==> config.mk <==
export PLATFORM = sky130hd
export DESIGN_NAME = flash_host
export DESIGN_NICKNAME = d
export VERILOG_FILES = /design/src/flash_strobe_engine.v /design/src/flash_host.v
export VERILOG_INCLUDE_DIRS = /design/src
export SDC_FILE = /design/constraint.sdc
export NUM_CORES = 2
export LEC_CHECK = 0
export BUFFER_PORTS_ARGS = -buffer_cell sky130_fd_sc_hd__buf_2
export CORE_MARGIN = 2
export CORE_UTILIZATION = 55
export DETAILED_ROUTE_END_ITERATION = 7
export PLACE_DENSITY = 0.69
export REMOVE_ABC_BUFFERS = 1
export SYNTH_ARGS = -nofsm -noshare
export SYNTH_HDL_FRONTEND = slang
export SYNTH_SLANG_ARGS = --single-unit
==> constraint.sdc <==
create_clock -name aclk -period 4.7 [get_ports aclk]
set_input_delay 0.235 -clock aclk [delete_from_list [all_inputs] [get_ports aclk]]
set_output_delay 0.235 -clock aclk [all_outputs]
set_load 0.02 [all_outputs]
==> src/flash_host_regs.vh <==
`ifndef FLASH_HOST_REGS_VH
`define FLASH_HOST_REGS_VH

// Clock and timing
`define CLK_NS 100
`define ACC_NS 120
`define ACC_CYC ((`ACC_NS + `CLK_NS - 1) / `CLK_NS)
`define OEHP_NS 150
`define OEHP_CYC ((`OEHP_NS + `CLK_NS - 1) / `CLK_NS)
`define BLC_US 150
`define BLC_CYC ((`BLC_US * 1000 + `CLK_NS - 1) / `CLK_NS)
`define TWC_MS 10
`define TWC_CYC ((`TWC_MS * 1000000) / `CLK_NS)

// Register byte offsets
`define OFF_CMD 8'h00
`define OFF_ADDR 8'h04
`define OFF_DATA 8'h08
`define OFF_BUF 8'h0C
`define OFF_STATUS 8'h10
`define OFF_RDATA 8'h14
`define OFF_IRQ_STAT 8'h18
`define OFF_IRQ_CLR 8'h1C
`define OFF_IRQ_EN 8'h20

// Operation codes in the command register
`define OP_CMD_LOAD 3'h1
`define OP_READ 3'h2
`define OP_PROGRAM 3'h3

// Sizes and field positions
`define SECTOR_BYTES 256
`define CMD_ADDR_MSB 14
`define TOGGLE_BIT 6
`define POLL_BIT 7
`define IRQ_DONE 0
`define IRQ_TIMEOUT 1
`define IRQ_BITS 2

`endif

==> src/flash_strobe_engine.v <==
`timescale 1ns/1ps
`default_nettype none
`include "flash_host_regs.vh"

module flash_strobe_engine (
  // Clock and reset
  input wire aclk,
  input wire aresetn,
  // Request
  input wire start,
  input wire wr,
  input wire [18:0] addr_in,
  input wire [7:0] wdata,
  output reg [7:0] rdata,
  output reg done,
  // Flash pins
  input wire [7:0] dq_in,
  output reg ce_n,
  output reg oe_n,
  output reg we_n,
  output reg [18:0] addr,
  output reg [7:0] dq_out,
  output reg dq_oe
);

  localparam [2:0] S_IDLE = 3'd0;
  localparam [2:0] S_W_SETUP = 3'd1;
  localparam [2:0] S_W_LOW = 3'd2;
  localparam [2:0] S_W_HOLD = 3'd3;
  localparam [2:0] S_R_WAIT = 3'd4;
  localparam [2:0] S_R_SAMP = 3'd5;
  localparam [2:0] S_R_REC = 3'd6;
  localparam [31:0] ACC_LIM = `ACC_CYC;
  localparam [31:0] OEHP_LIM = `OEHP_CYC;

  reg [2:0] state_reg;
  reg [3:0] cnt_reg;

  always @(posedge aclk) begin
    if (!aresetn) begin
      state_reg <= S_IDLE;
      cnt_reg <= 4'h0;
      rdata <= 8'h00;
      done <= 1'b0;
      ce_n <= 1'b1;
      oe_n <= 1'b1;
      we_n <= 1'b1;
      addr <= 19'h00000;
      dq_out <= 8'h00;
      dq_oe <= 1'b0;
    end else begin
      done <= 1'b0;
      case (state_reg)
        S_IDLE: begin
          if (start) begin
            addr <= addr_in;
            dq_out <= wdata;
            ce_n <= 1'b0;
            if (wr) begin
              // Output gate stays high through the whole byte load
              dq_oe <= 1'b1;
              state_reg <= S_W_SETUP;
            end else begin
              oe_n <= 1'b0;
              cnt_reg <= ACC_LIM[3:0];
              state_reg <= S_R_WAIT;
            end
          end
        end
        S_W_SETUP: begin
          we_n <= 1'b0;
          state_reg <= S_W_LOW;
        end
        S_W_LOW: begin
          // Data is taken by the device on this rising edge
          we_n <= 1'b1;
          state_reg <= S_W_HOLD;
        end
        S_W_HOLD: begin
          ce_n <= 1'b1;
          dq_oe <= 1'b0;
          done <= 1'b1;
          state_reg <= S_IDLE;
        end
        S_R_WAIT: begin
          if (cnt_reg == 4'h1) begin
            state_reg <= S_R_SAMP;
          end else begin
            cnt_reg <= cnt_reg - 4'h1;
          end
        end
        S_R_SAMP: begin
          rdata <= dq_in;
          oe_n <= 1'b1;
          ce_n <= 1'b1;
          cnt_reg <= OEHP_LIM[3:0];
          state_reg <= S_R_REC;
        end
        S_R_REC: begin
          // Keeps the gate high long enough for the toggle line to flip
          if (cnt_reg == 4'h1) begin
            done <= 1'b1;
            state_reg <= S_IDLE;
          end else begin
            cnt_reg <= cnt_reg - 4'h1;
          end
        end
        default: begin
          state_reg <= S_IDLE;
        end
      endcase
    end
  end

endmodule
`default_nettype wire

==> src/flash_host.v <==
// The implementer's own choices: the placing of the registers and the AXI4-Lite register port.
`timescale 1ns/1ps
`default_nettype none
`include "flash_host_regs.vh"

module flash_host #(
  parameter [23:0] TWC_CYCLES = `TWC_CYC
) (
  // Clock and reset
  input wire aclk,
  input wire aresetn,
  // AXI4-Lite write
  input wire [7:0] s_axi_awaddr,
  input wire s_axi_awvalid,
  output reg s_axi_awready,
  input wire [31:0] s_axi_wdata,
  input wire [3:0] s_axi_wstrb,
  input wire s_axi_wvalid,
  output reg s_axi_wready,
  output reg [1:0] s_axi_bresp,
  output reg s_axi_bvalid,
  input wire s_axi_bready,
  // AXI4-Lite read
  input wire [7:0] s_axi_araddr,
  input wire s_axi_arvalid,
  output reg s_axi_arready,
  output reg [31:0] s_axi_rdata,
  output reg [1:0] s_axi_rresp,
  output reg s_axi_rvalid,
  input wire s_axi_rready,
  // Interrupt
  output reg irq,
  // Flash pins
  input wire [7:0] dq_in,
  output wire ce_n,
  output wire oe_n,
  output wire we_n,
  output wire [18:0] addr,
  output wire [7:0] dq_out,
  output wire dq_oe
);

  localparam [2:0] M_IDLE = 3'd0;
  localparam [2:0] M_SINGLE = 3'd1;
  localparam [2:0] M_LOAD = 3'd2;
  localparam [2:0] M_LAPSE = 3'd3;
  localparam [2:0] M_POLL = 3'd4;
  localparam [31:0] BLC_LIM = `BLC_CYC;

  function mapped;
    input [7:0] a;
    begin
      mapped = (a <= `OFF_IRQ_EN) && (a[1:0] == 2'b00);
    end
  endfunction

  reg [2:0] state_reg;
  reg [18:0] addr_reg;
  reg [7:0] data_reg;
  reg [7:0] rd_reg;
  reg [7:0] buf_mem [0:`SECTOR_BYTES-1];
  reg [7:0] idx_reg;
  reg issued_reg;
  reg start_reg;
  reg wr_reg;
  reg [18:0] eaddr_reg;
  reg [7:0] ewdata_reg;
  reg [23:0] wait_reg;
  reg [23:0] twc_reg;
  reg have_prev_reg;
  reg prev_tog_reg;
  reg [`IRQ_BITS-1:0] irq_stat_reg;
  reg [`IRQ_BITS-1:0] irq_en_reg;
  reg [`IRQ_BITS-1:0] irq_set;
  wire [`IRQ_BITS-1:0] irq_clr;
  wire [7:0] e_rdata;
  wire e_done;
  wire wr_fire;
  wire [31:0] wd;

  assign wr_fire = s_axi_awvalid && s_axi_wvalid && !s_axi_awready && !s_axi_bvalid;
  assign wd = s_axi_wdata;
  assign irq_clr = (wr_fire && s_axi_awaddr == `OFF_IRQ_CLR) ? wd[`IRQ_BITS-1:0] : 2'h0;

  flash_strobe_engine engine (
    .aclk(aclk),
    .aresetn(aresetn),
    .start(start_reg),
    .wr(wr_reg),
    .addr_in(eaddr_reg),
    .wdata(ewdata_reg),
    .rdata(e_rdata),
    .done(e_done),
    .dq_in(dq_in),
    .ce_n(ce_n),
    .oe_n(oe_n),
    .we_n(we_n),
    .addr(addr),
    .dq_out(dq_out),
    .dq_oe(dq_oe)
  );

  // Write channel: address and data taken together, one at a time
  always @(posedge aclk) begin
    if (!aresetn) begin
      s_axi_awready <= 1'b0;
      s_axi_wready <= 1'b0;
      s_axi_bvalid <= 1'b0;
      s_axi_bresp <= 2'b00;
      addr_reg <= 19'h00000;
      data_reg <= 8'h00;
      irq_en_reg <= 2'h0;
    end else begin
      s_axi_awready <= wr_fire;
      s_axi_wready <= wr_fire;
      if (wr_fire) begin
        s_axi_bvalid <= 1'b1;
        s_axi_bresp <= mapped(s_axi_awaddr) ? 2'b00 : 2'b10;
        if (s_axi_awaddr == `OFF_ADDR) begin
          addr_reg <= wd[18:0];
        end
        if (s_axi_awaddr == `OFF_DATA) begin
          data_reg <= wd[7:0];
        end
        if (s_axi_awaddr == `OFF_IRQ_EN) begin
          irq_en_reg <= wd[`IRQ_BITS-1:0];
        end
      end else if (s_axi_bvalid && s_axi_bready) begin
        s_axi_bvalid <= 1'b0;
      end
    end
  end

  // Sector buffer: index in bits 15:8, byte in bits 7:0
  always @(posedge aclk) begin
    if (wr_fire && s_axi_awaddr == `OFF_BUF) begin
      buf_mem[wd[15:8]] <= wd[7:0];
    end
  end

  // Read channel
  always @(posedge aclk) begin
    if (!aresetn) begin
      s_axi_arready <= 1'b0;
      s_axi_rvalid <= 1'b0;
      s_axi_rdata <= 32'h00000000;
      s_axi_rresp <= 2'b00;
    end else begin
      s_axi_arready <= s_axi_arvalid && !s_axi_arready && !s_axi_rvalid;
      if (s_axi_arvalid && !s_axi_arready && !s_axi_rvalid) begin
        s_axi_rvalid <= 1'b1;
        s_axi_rresp <= mapped(s_axi_araddr) ? 2'b00 : 2'b10;
        case (s_axi_araddr)
          `OFF_ADDR: s_axi_rdata <= {13'h0000, addr_reg};
          `OFF_DATA: s_axi_rdata <= {24'h000000, data_reg};
          `OFF_STATUS: s_axi_rdata <= {29'h00000000, state_reg};
          `OFF_RDATA: s_axi_rdata <= {24'h000000, rd_reg};
          `OFF_IRQ_STAT: s_axi_rdata <= {30'h00000000, irq_stat_reg};
          `OFF_IRQ_EN: s_axi_rdata <= {30'h00000000, irq_en_reg};
          default: s_axi_rdata <= 32'h00000000;
        endcase
      end else if (s_axi_rvalid && s_axi_rready) begin
        s_axi_rvalid <= 1'b0;
      end
    end
  end

  // Sticky interrupt bits; a set in the clearing cycle wins
  genvar gi;
  generate
    for (gi = 0; gi < `IRQ_BITS; gi = gi + 1) begin : g_irq
      always @(posedge aclk) begin
        if (!aresetn) begin
          irq_stat_reg[gi] <= 1'b0;
        end else begin
          irq_stat_reg[gi] <= irq_set[gi] | (irq_stat_reg[gi] & ~irq_clr[gi]);
        end
      end
    end
  endgenerate

  always @(posedge aclk) begin
    if (!aresetn) begin
      irq <= 1'b0;
    end else begin
      irq <= |(irq_stat_reg & irq_en_reg);
    end
  end

  // Sequencer
  always @(posedge aclk) begin
    if (!aresetn) begin
      state_reg <= M_IDLE;
      rd_reg <= 8'h00;
      idx_reg <= 8'h00;
      issued_reg <= 1'b0;
      start_reg <= 1'b0;
      wr_reg <= 1'b0;
      eaddr_reg <= 19'h00000;
      ewdata_reg <= 8'h00;
      wait_reg <= 24'h000000;
      twc_reg <= 24'h000000;
      have_prev_reg <= 1'b0;
      prev_tog_reg <= 1'b0;
      irq_set <= 2'h0;
    end else begin
      start_reg <= 1'b0;
      irq_set <= 2'h0;
      case (state_reg)
        M_IDLE: begin
          issued_reg <= 1'b0;
          // Commands arriving while busy are dropped
          if (wr_fire && s_axi_awaddr == `OFF_CMD) begin
            if (wd[2:0] == `OP_CMD_LOAD) begin
              wr_reg <= 1'b1;
              eaddr_reg <= {4'h0, addr_reg[`CMD_ADDR_MSB:0]};
              ewdata_reg <= data_reg;
              start_reg <= 1'b1;
              state_reg <= M_SINGLE;
            end else if (wd[2:0] == `OP_READ) begin
              wr_reg <= 1'b0;
              eaddr_reg <= addr_reg;
              start_reg <= 1'b1;
              state_reg <= M_SINGLE;
            end else if (wd[2:0] == `OP_PROGRAM) begin
              idx_reg <= 8'h00;
              state_reg <= M_LOAD;
            end
          end
        end
        M_SINGLE: begin
          if (e_done) begin
            rd_reg <= e_rdata;
            irq_set[`IRQ_DONE] <= 1'b1;
            state_reg <= M_IDLE;
          end
        end
        M_LOAD: begin
          // Loads run back to back, a handful of cycles apart
          if (!issued_reg) begin
            wr_reg <= 1'b1;
            eaddr_reg <= {addr_reg[18:8], idx_reg};
            ewdata_reg <= buf_mem[idx_reg];
            start_reg <= 1'b1;
            issued_reg <= 1'b1;
          end else if (e_done) begin
            issued_reg <= 1'b0;
            idx_reg <= idx_reg + 8'h01;
            if (idx_reg == 8'hFF) begin
              wait_reg <= BLC_LIM[23:0];
              twc_reg <= 24'h000000;
              have_prev_reg <= 1'b0;
              state_reg <= M_LAPSE;
            end
          end
        end
        M_LAPSE: begin
          twc_reg <= twc_reg + 24'h000001;
          if (wait_reg == 24'h000001) begin
            state_reg <= M_POLL;
          end else begin
            wait_reg <= wait_reg - 24'h000001;
          end
        end
        M_POLL: begin
          twc_reg <= twc_reg + 24'h000001;
          if (!issued_reg) begin
            wr_reg <= 1'b0;
            // Last loaded byte, so the poll line compares against its true data
            eaddr_reg <= {addr_reg[18:8], 8'hFF};
            start_reg <= 1'b1;
            issued_reg <= 1'b1;
          end else if (e_done) begin
            issued_reg <= 1'b0;
            rd_reg <= e_rdata;
            have_prev_reg <= 1'b1;
            prev_tog_reg <= e_rdata[`TOGGLE_BIT];
            if (have_prev_reg && e_rdata[`TOGGLE_BIT] == prev_tog_reg &&
                e_rdata[`POLL_BIT] == buf_mem[8'hFF][`POLL_BIT]) begin
              irq_set[`IRQ_DONE] <= 1'b1;
              state_reg <= M_IDLE;
            end else if (twc_reg >= TWC_CYCLES) begin
              irq_set[`IRQ_TIMEOUT] <= 1'b1;
              state_reg <= M_IDLE;
            end
          end
        end
        default: begin
          state_reg <= M_IDLE;
        end
      endcase
    end
  end

endmodule
`default_nettype wire

==> impl_metrics.py <==
metrics = {
    "power_and_ir_drop": {
        "ir_drop_mv": 0.4127,
        "p_leak_nw": 31.56,
        "fin_total_pwr_mw": 39.63,
        "switching_power_mw": 8.042,
        "combPwrFrac_pct": 1.5,
        "clkPwrFrac_pct": 43.2,
        "internal_power_mw": 31.59,
        "power_density_mw_per_mm2": 394.7,
        "pwr-share-seq_pct": 55.3,
        "switching_share_pct": 20.29,
    },
    "setup_path": {
        "r2r_cells": 7,
        "cp.required_ps": 5410,
        "path_class": "reg -> reg",
        "path_max_fanout": 35,
        "crit_path_end_kind": "register",
        "startpoint_type": "register",
        "worst-endpoint-arrival_ps": 4740,
    },
    "yosys": {
        "synth_most_common_cell": "edfxtp_1",
        "synth_top_area_share_pct": 69.26,
        "synth_area_leaders": "edfxtp_1 (69%), mux4_2 (13%), dfxtp_1 (4.8%), nor2_1 (2.0%), mux2i_1 (2.0%)",
        "ys.flop_type": "edfxtp_1",
        "synth.ff_latch_count": 2261,
        "synthArstFlopShare_pct": 0,
        "synth_edf_count": 2048,
        "synth_commonest_cells": "edfxtp_1 (2048), mux4_2 (496), nor2_1 (468)",
        "yosysUniqueCellTypes": 84,
        "seq_area_frac_synth_pct": 74.06,
        "yosys_warnings": 0,
        "syn_area_mm2": 0.08879,
        "synth_largest_area_cell": "edfxtp_1",
        "syn_avg_cell_area_um2": 18.36,
        "netlist_instances": 4835,
    },
    "timing": {
        "rsz0062_at_grt": "no",
        "maxClockFrequency_ghz": 0.2481,
        "tightest_slew_ps": 1422,
        "slew_headroom_pct": 4.851,
        "tns_ps": 0,
        "hold_viol_final": 0,
        "slew_viol_final": 0,
        "setup_violations": 0,
        "finClkSkew_ps": 59.19,
        "post-route-period-util_pct": 85.76,
        "fin_crit_ps": 4031,
    },
    "place": {
        "dp_hpwl_um": 141000,
        "gp_routability_congestion": 0.8841,
        "io_buffers": 107,
    },
    "die": {
        "start_util_pct": 55.36,
        "row_count": 147,
        "dieArea_mm2": 0.1647,
        "core_mm2": 0.1604,
        "fp.dieW_um": 405.8,
        "die_h_um": 405.8,
        "io_pins": 140,
    },
    "detailed_routing": {
        "wl_per_cell_um": 30.54,
        "route.detailed.drc": 0,
        "drt_iter0_drc": 6687,
        "firstDrtPassIters": 6,
        "vias_per_cell": 6.424,
        "postRouteAntennaNets": 0,
        "wirelength_um": 230200,
        "num_vias": 48420,
    },
    "clock_network": {
        "htreeDepth": 4,
        "clk_latency_ps": 870,
        "clk_pin_slew_ps": 60,
        "cts_tree": "done",
        "clockBufferDepth": 3,
        "cts_buffers": 217,
        "cts_sinks": 2261,
        "cts_root_buffer": "clkbuf_16",
    },
    "cells_and_area": {
        "nets": 5261,
        "drive_above_1_share_pct": 23.05,
        "area_growth_pct": 13.09,
        "largest_reg_flops": 2048,
    },
    "job": {
        "maxCapViolations": 0,
    },
    "min_path": {
        "hp-class": "in -> reg",
        "hp-start": "s_axi_wdata[6]",
        "min_path_cells": 3,
    },
    "global_route": {
        "use_met1_pct": 40.44,
        "grt_start_max_net_pins": 161,
        "grt_pass1_vias": 46980,
        "antenna_found_initial": 5,
        "use_met2_pct": 44.10,
        "use_met3_pct": 5.344,
        "grt_busiest_layer": "met2",
        "gr-total-overflow": 0,
        "grtUsageTotal_pct": 28.16,
        "grt_pass1_wl_um": 331400,
    },
    "outcome": {
        "outcome": "completed",
    },
}
through the flow:
step | area (um2) | instances | utilization [%] | hold WS [ps] | worst slack (ps)
after detailed placement | 92980 | 7083 | 57.97 | 436.3 | 731.6
after global placement | 92980 | 7083 | 57.97 | 421.7 | 753.1
after global routing | 100400 | 7536 | 62.61 | 135.9 | 656.0
final | 100400 | 7538 | 62.61 | 135.6 | 669.1
after floorplan | 87280 | 4554 | - | 296.9 | -17480
after CTS | 100400 | 7536 | 62.61 | 73.61 | 699.2
power by group through the flow:
stage               Combinational [mW]  Clock, mW  Sequential [mW]
global placement                 0.545          0             22.3
detailed placement               0.566          0             22.3
CTS                              0.595       17.3             21.9
finish                           0.598       17.1             21.9
global route                     0.630       18.0             21.9
floorplan                       0.0772          0             22.3
layout by cell type, fill, tap and decap left out, drive strengths merged, types with 16 or more instances in the layout:
cell,instances
nor2b,24
mux2,18
nand4,22
a21oi,142
and3,18
buf,362
xor2,20
a211oi,31
inv,31
nand2,286
xnor2,21
o21ai,61
clkbuf,280
dlygate4sd3,45
nor3,30
a22oi,58
nor4,19
mux2i,174
edfxtp,2048
mux4,496
nand3,70
dfxtp,213
a31oi,28
nor2,468
clkinv,102
nand2b,20
o22ai,37
and2,18
o221ai,16
bufinv,18
logic make-up after synthesis:
logic type | Yosys count | synth area share [%]
fa+ha+maj | 8 | 0.1099
simple gates | 1047 | 5.276
flops | 2261 | 74.06
mux | 688 | 14.77
compound gates | 471 | 3.512
other cells | 1 | 0.004223
buf+inv | 318 | 1.860
xor+xnor | 41 | 0.4044
worst max-delay path, cell delays in order, from the launching register on:
cell and delay, ps:
dfxtp_4 980, buf_12 310, mux4_2 520, mux4_2 490, a221oi_2 450, nand3_1 250, a2111oi_2 650, a211oi_1 160
layer usage:
metal / vias up / part of all wire (%) / wire length, um
li1: 20120 / - / -
met1: 25140 / 39 / 89980
met2: 2740 / 48 / 109800
met3: 426 / 9.8 / 22510
met4: 2 / 3.4 / 7906
met5: - / 0.0056 / 13
final timing paths:
path	endpoint	slack, ps
worst max-delay path	ewdata_reg[6]$_SDFFE_PN0P_	670
worst min register to register	irq_stat_reg[1]$_SDFF_PN0_	450
worst min-delay path	addr_reg[6]$_SDFFE_PN0P_	140
worst max register to register	ewdata_reg[6]$_SDFFE_PN0P_	670
cell type report:
cell class,count,area [um2]
diodes,2,5.005
clock inverters,135,1289
multi-input cells,2270,21500
fillers,11180,59970
inverters,23,91.34
clock buffers,273,5690
well taps,2160,2703
repair buffers,414,3362
flip-flops and latches,2261,65780
repair_timing:
item,4_1_cts,5_1_grt
gates resized for setup,0,0
endpoints found under the setup margin,0,0
setup buffers,0,0
hold buffers,45,0
hold endpoints to repair,226,0
Power figures use the tool's default switching activity.
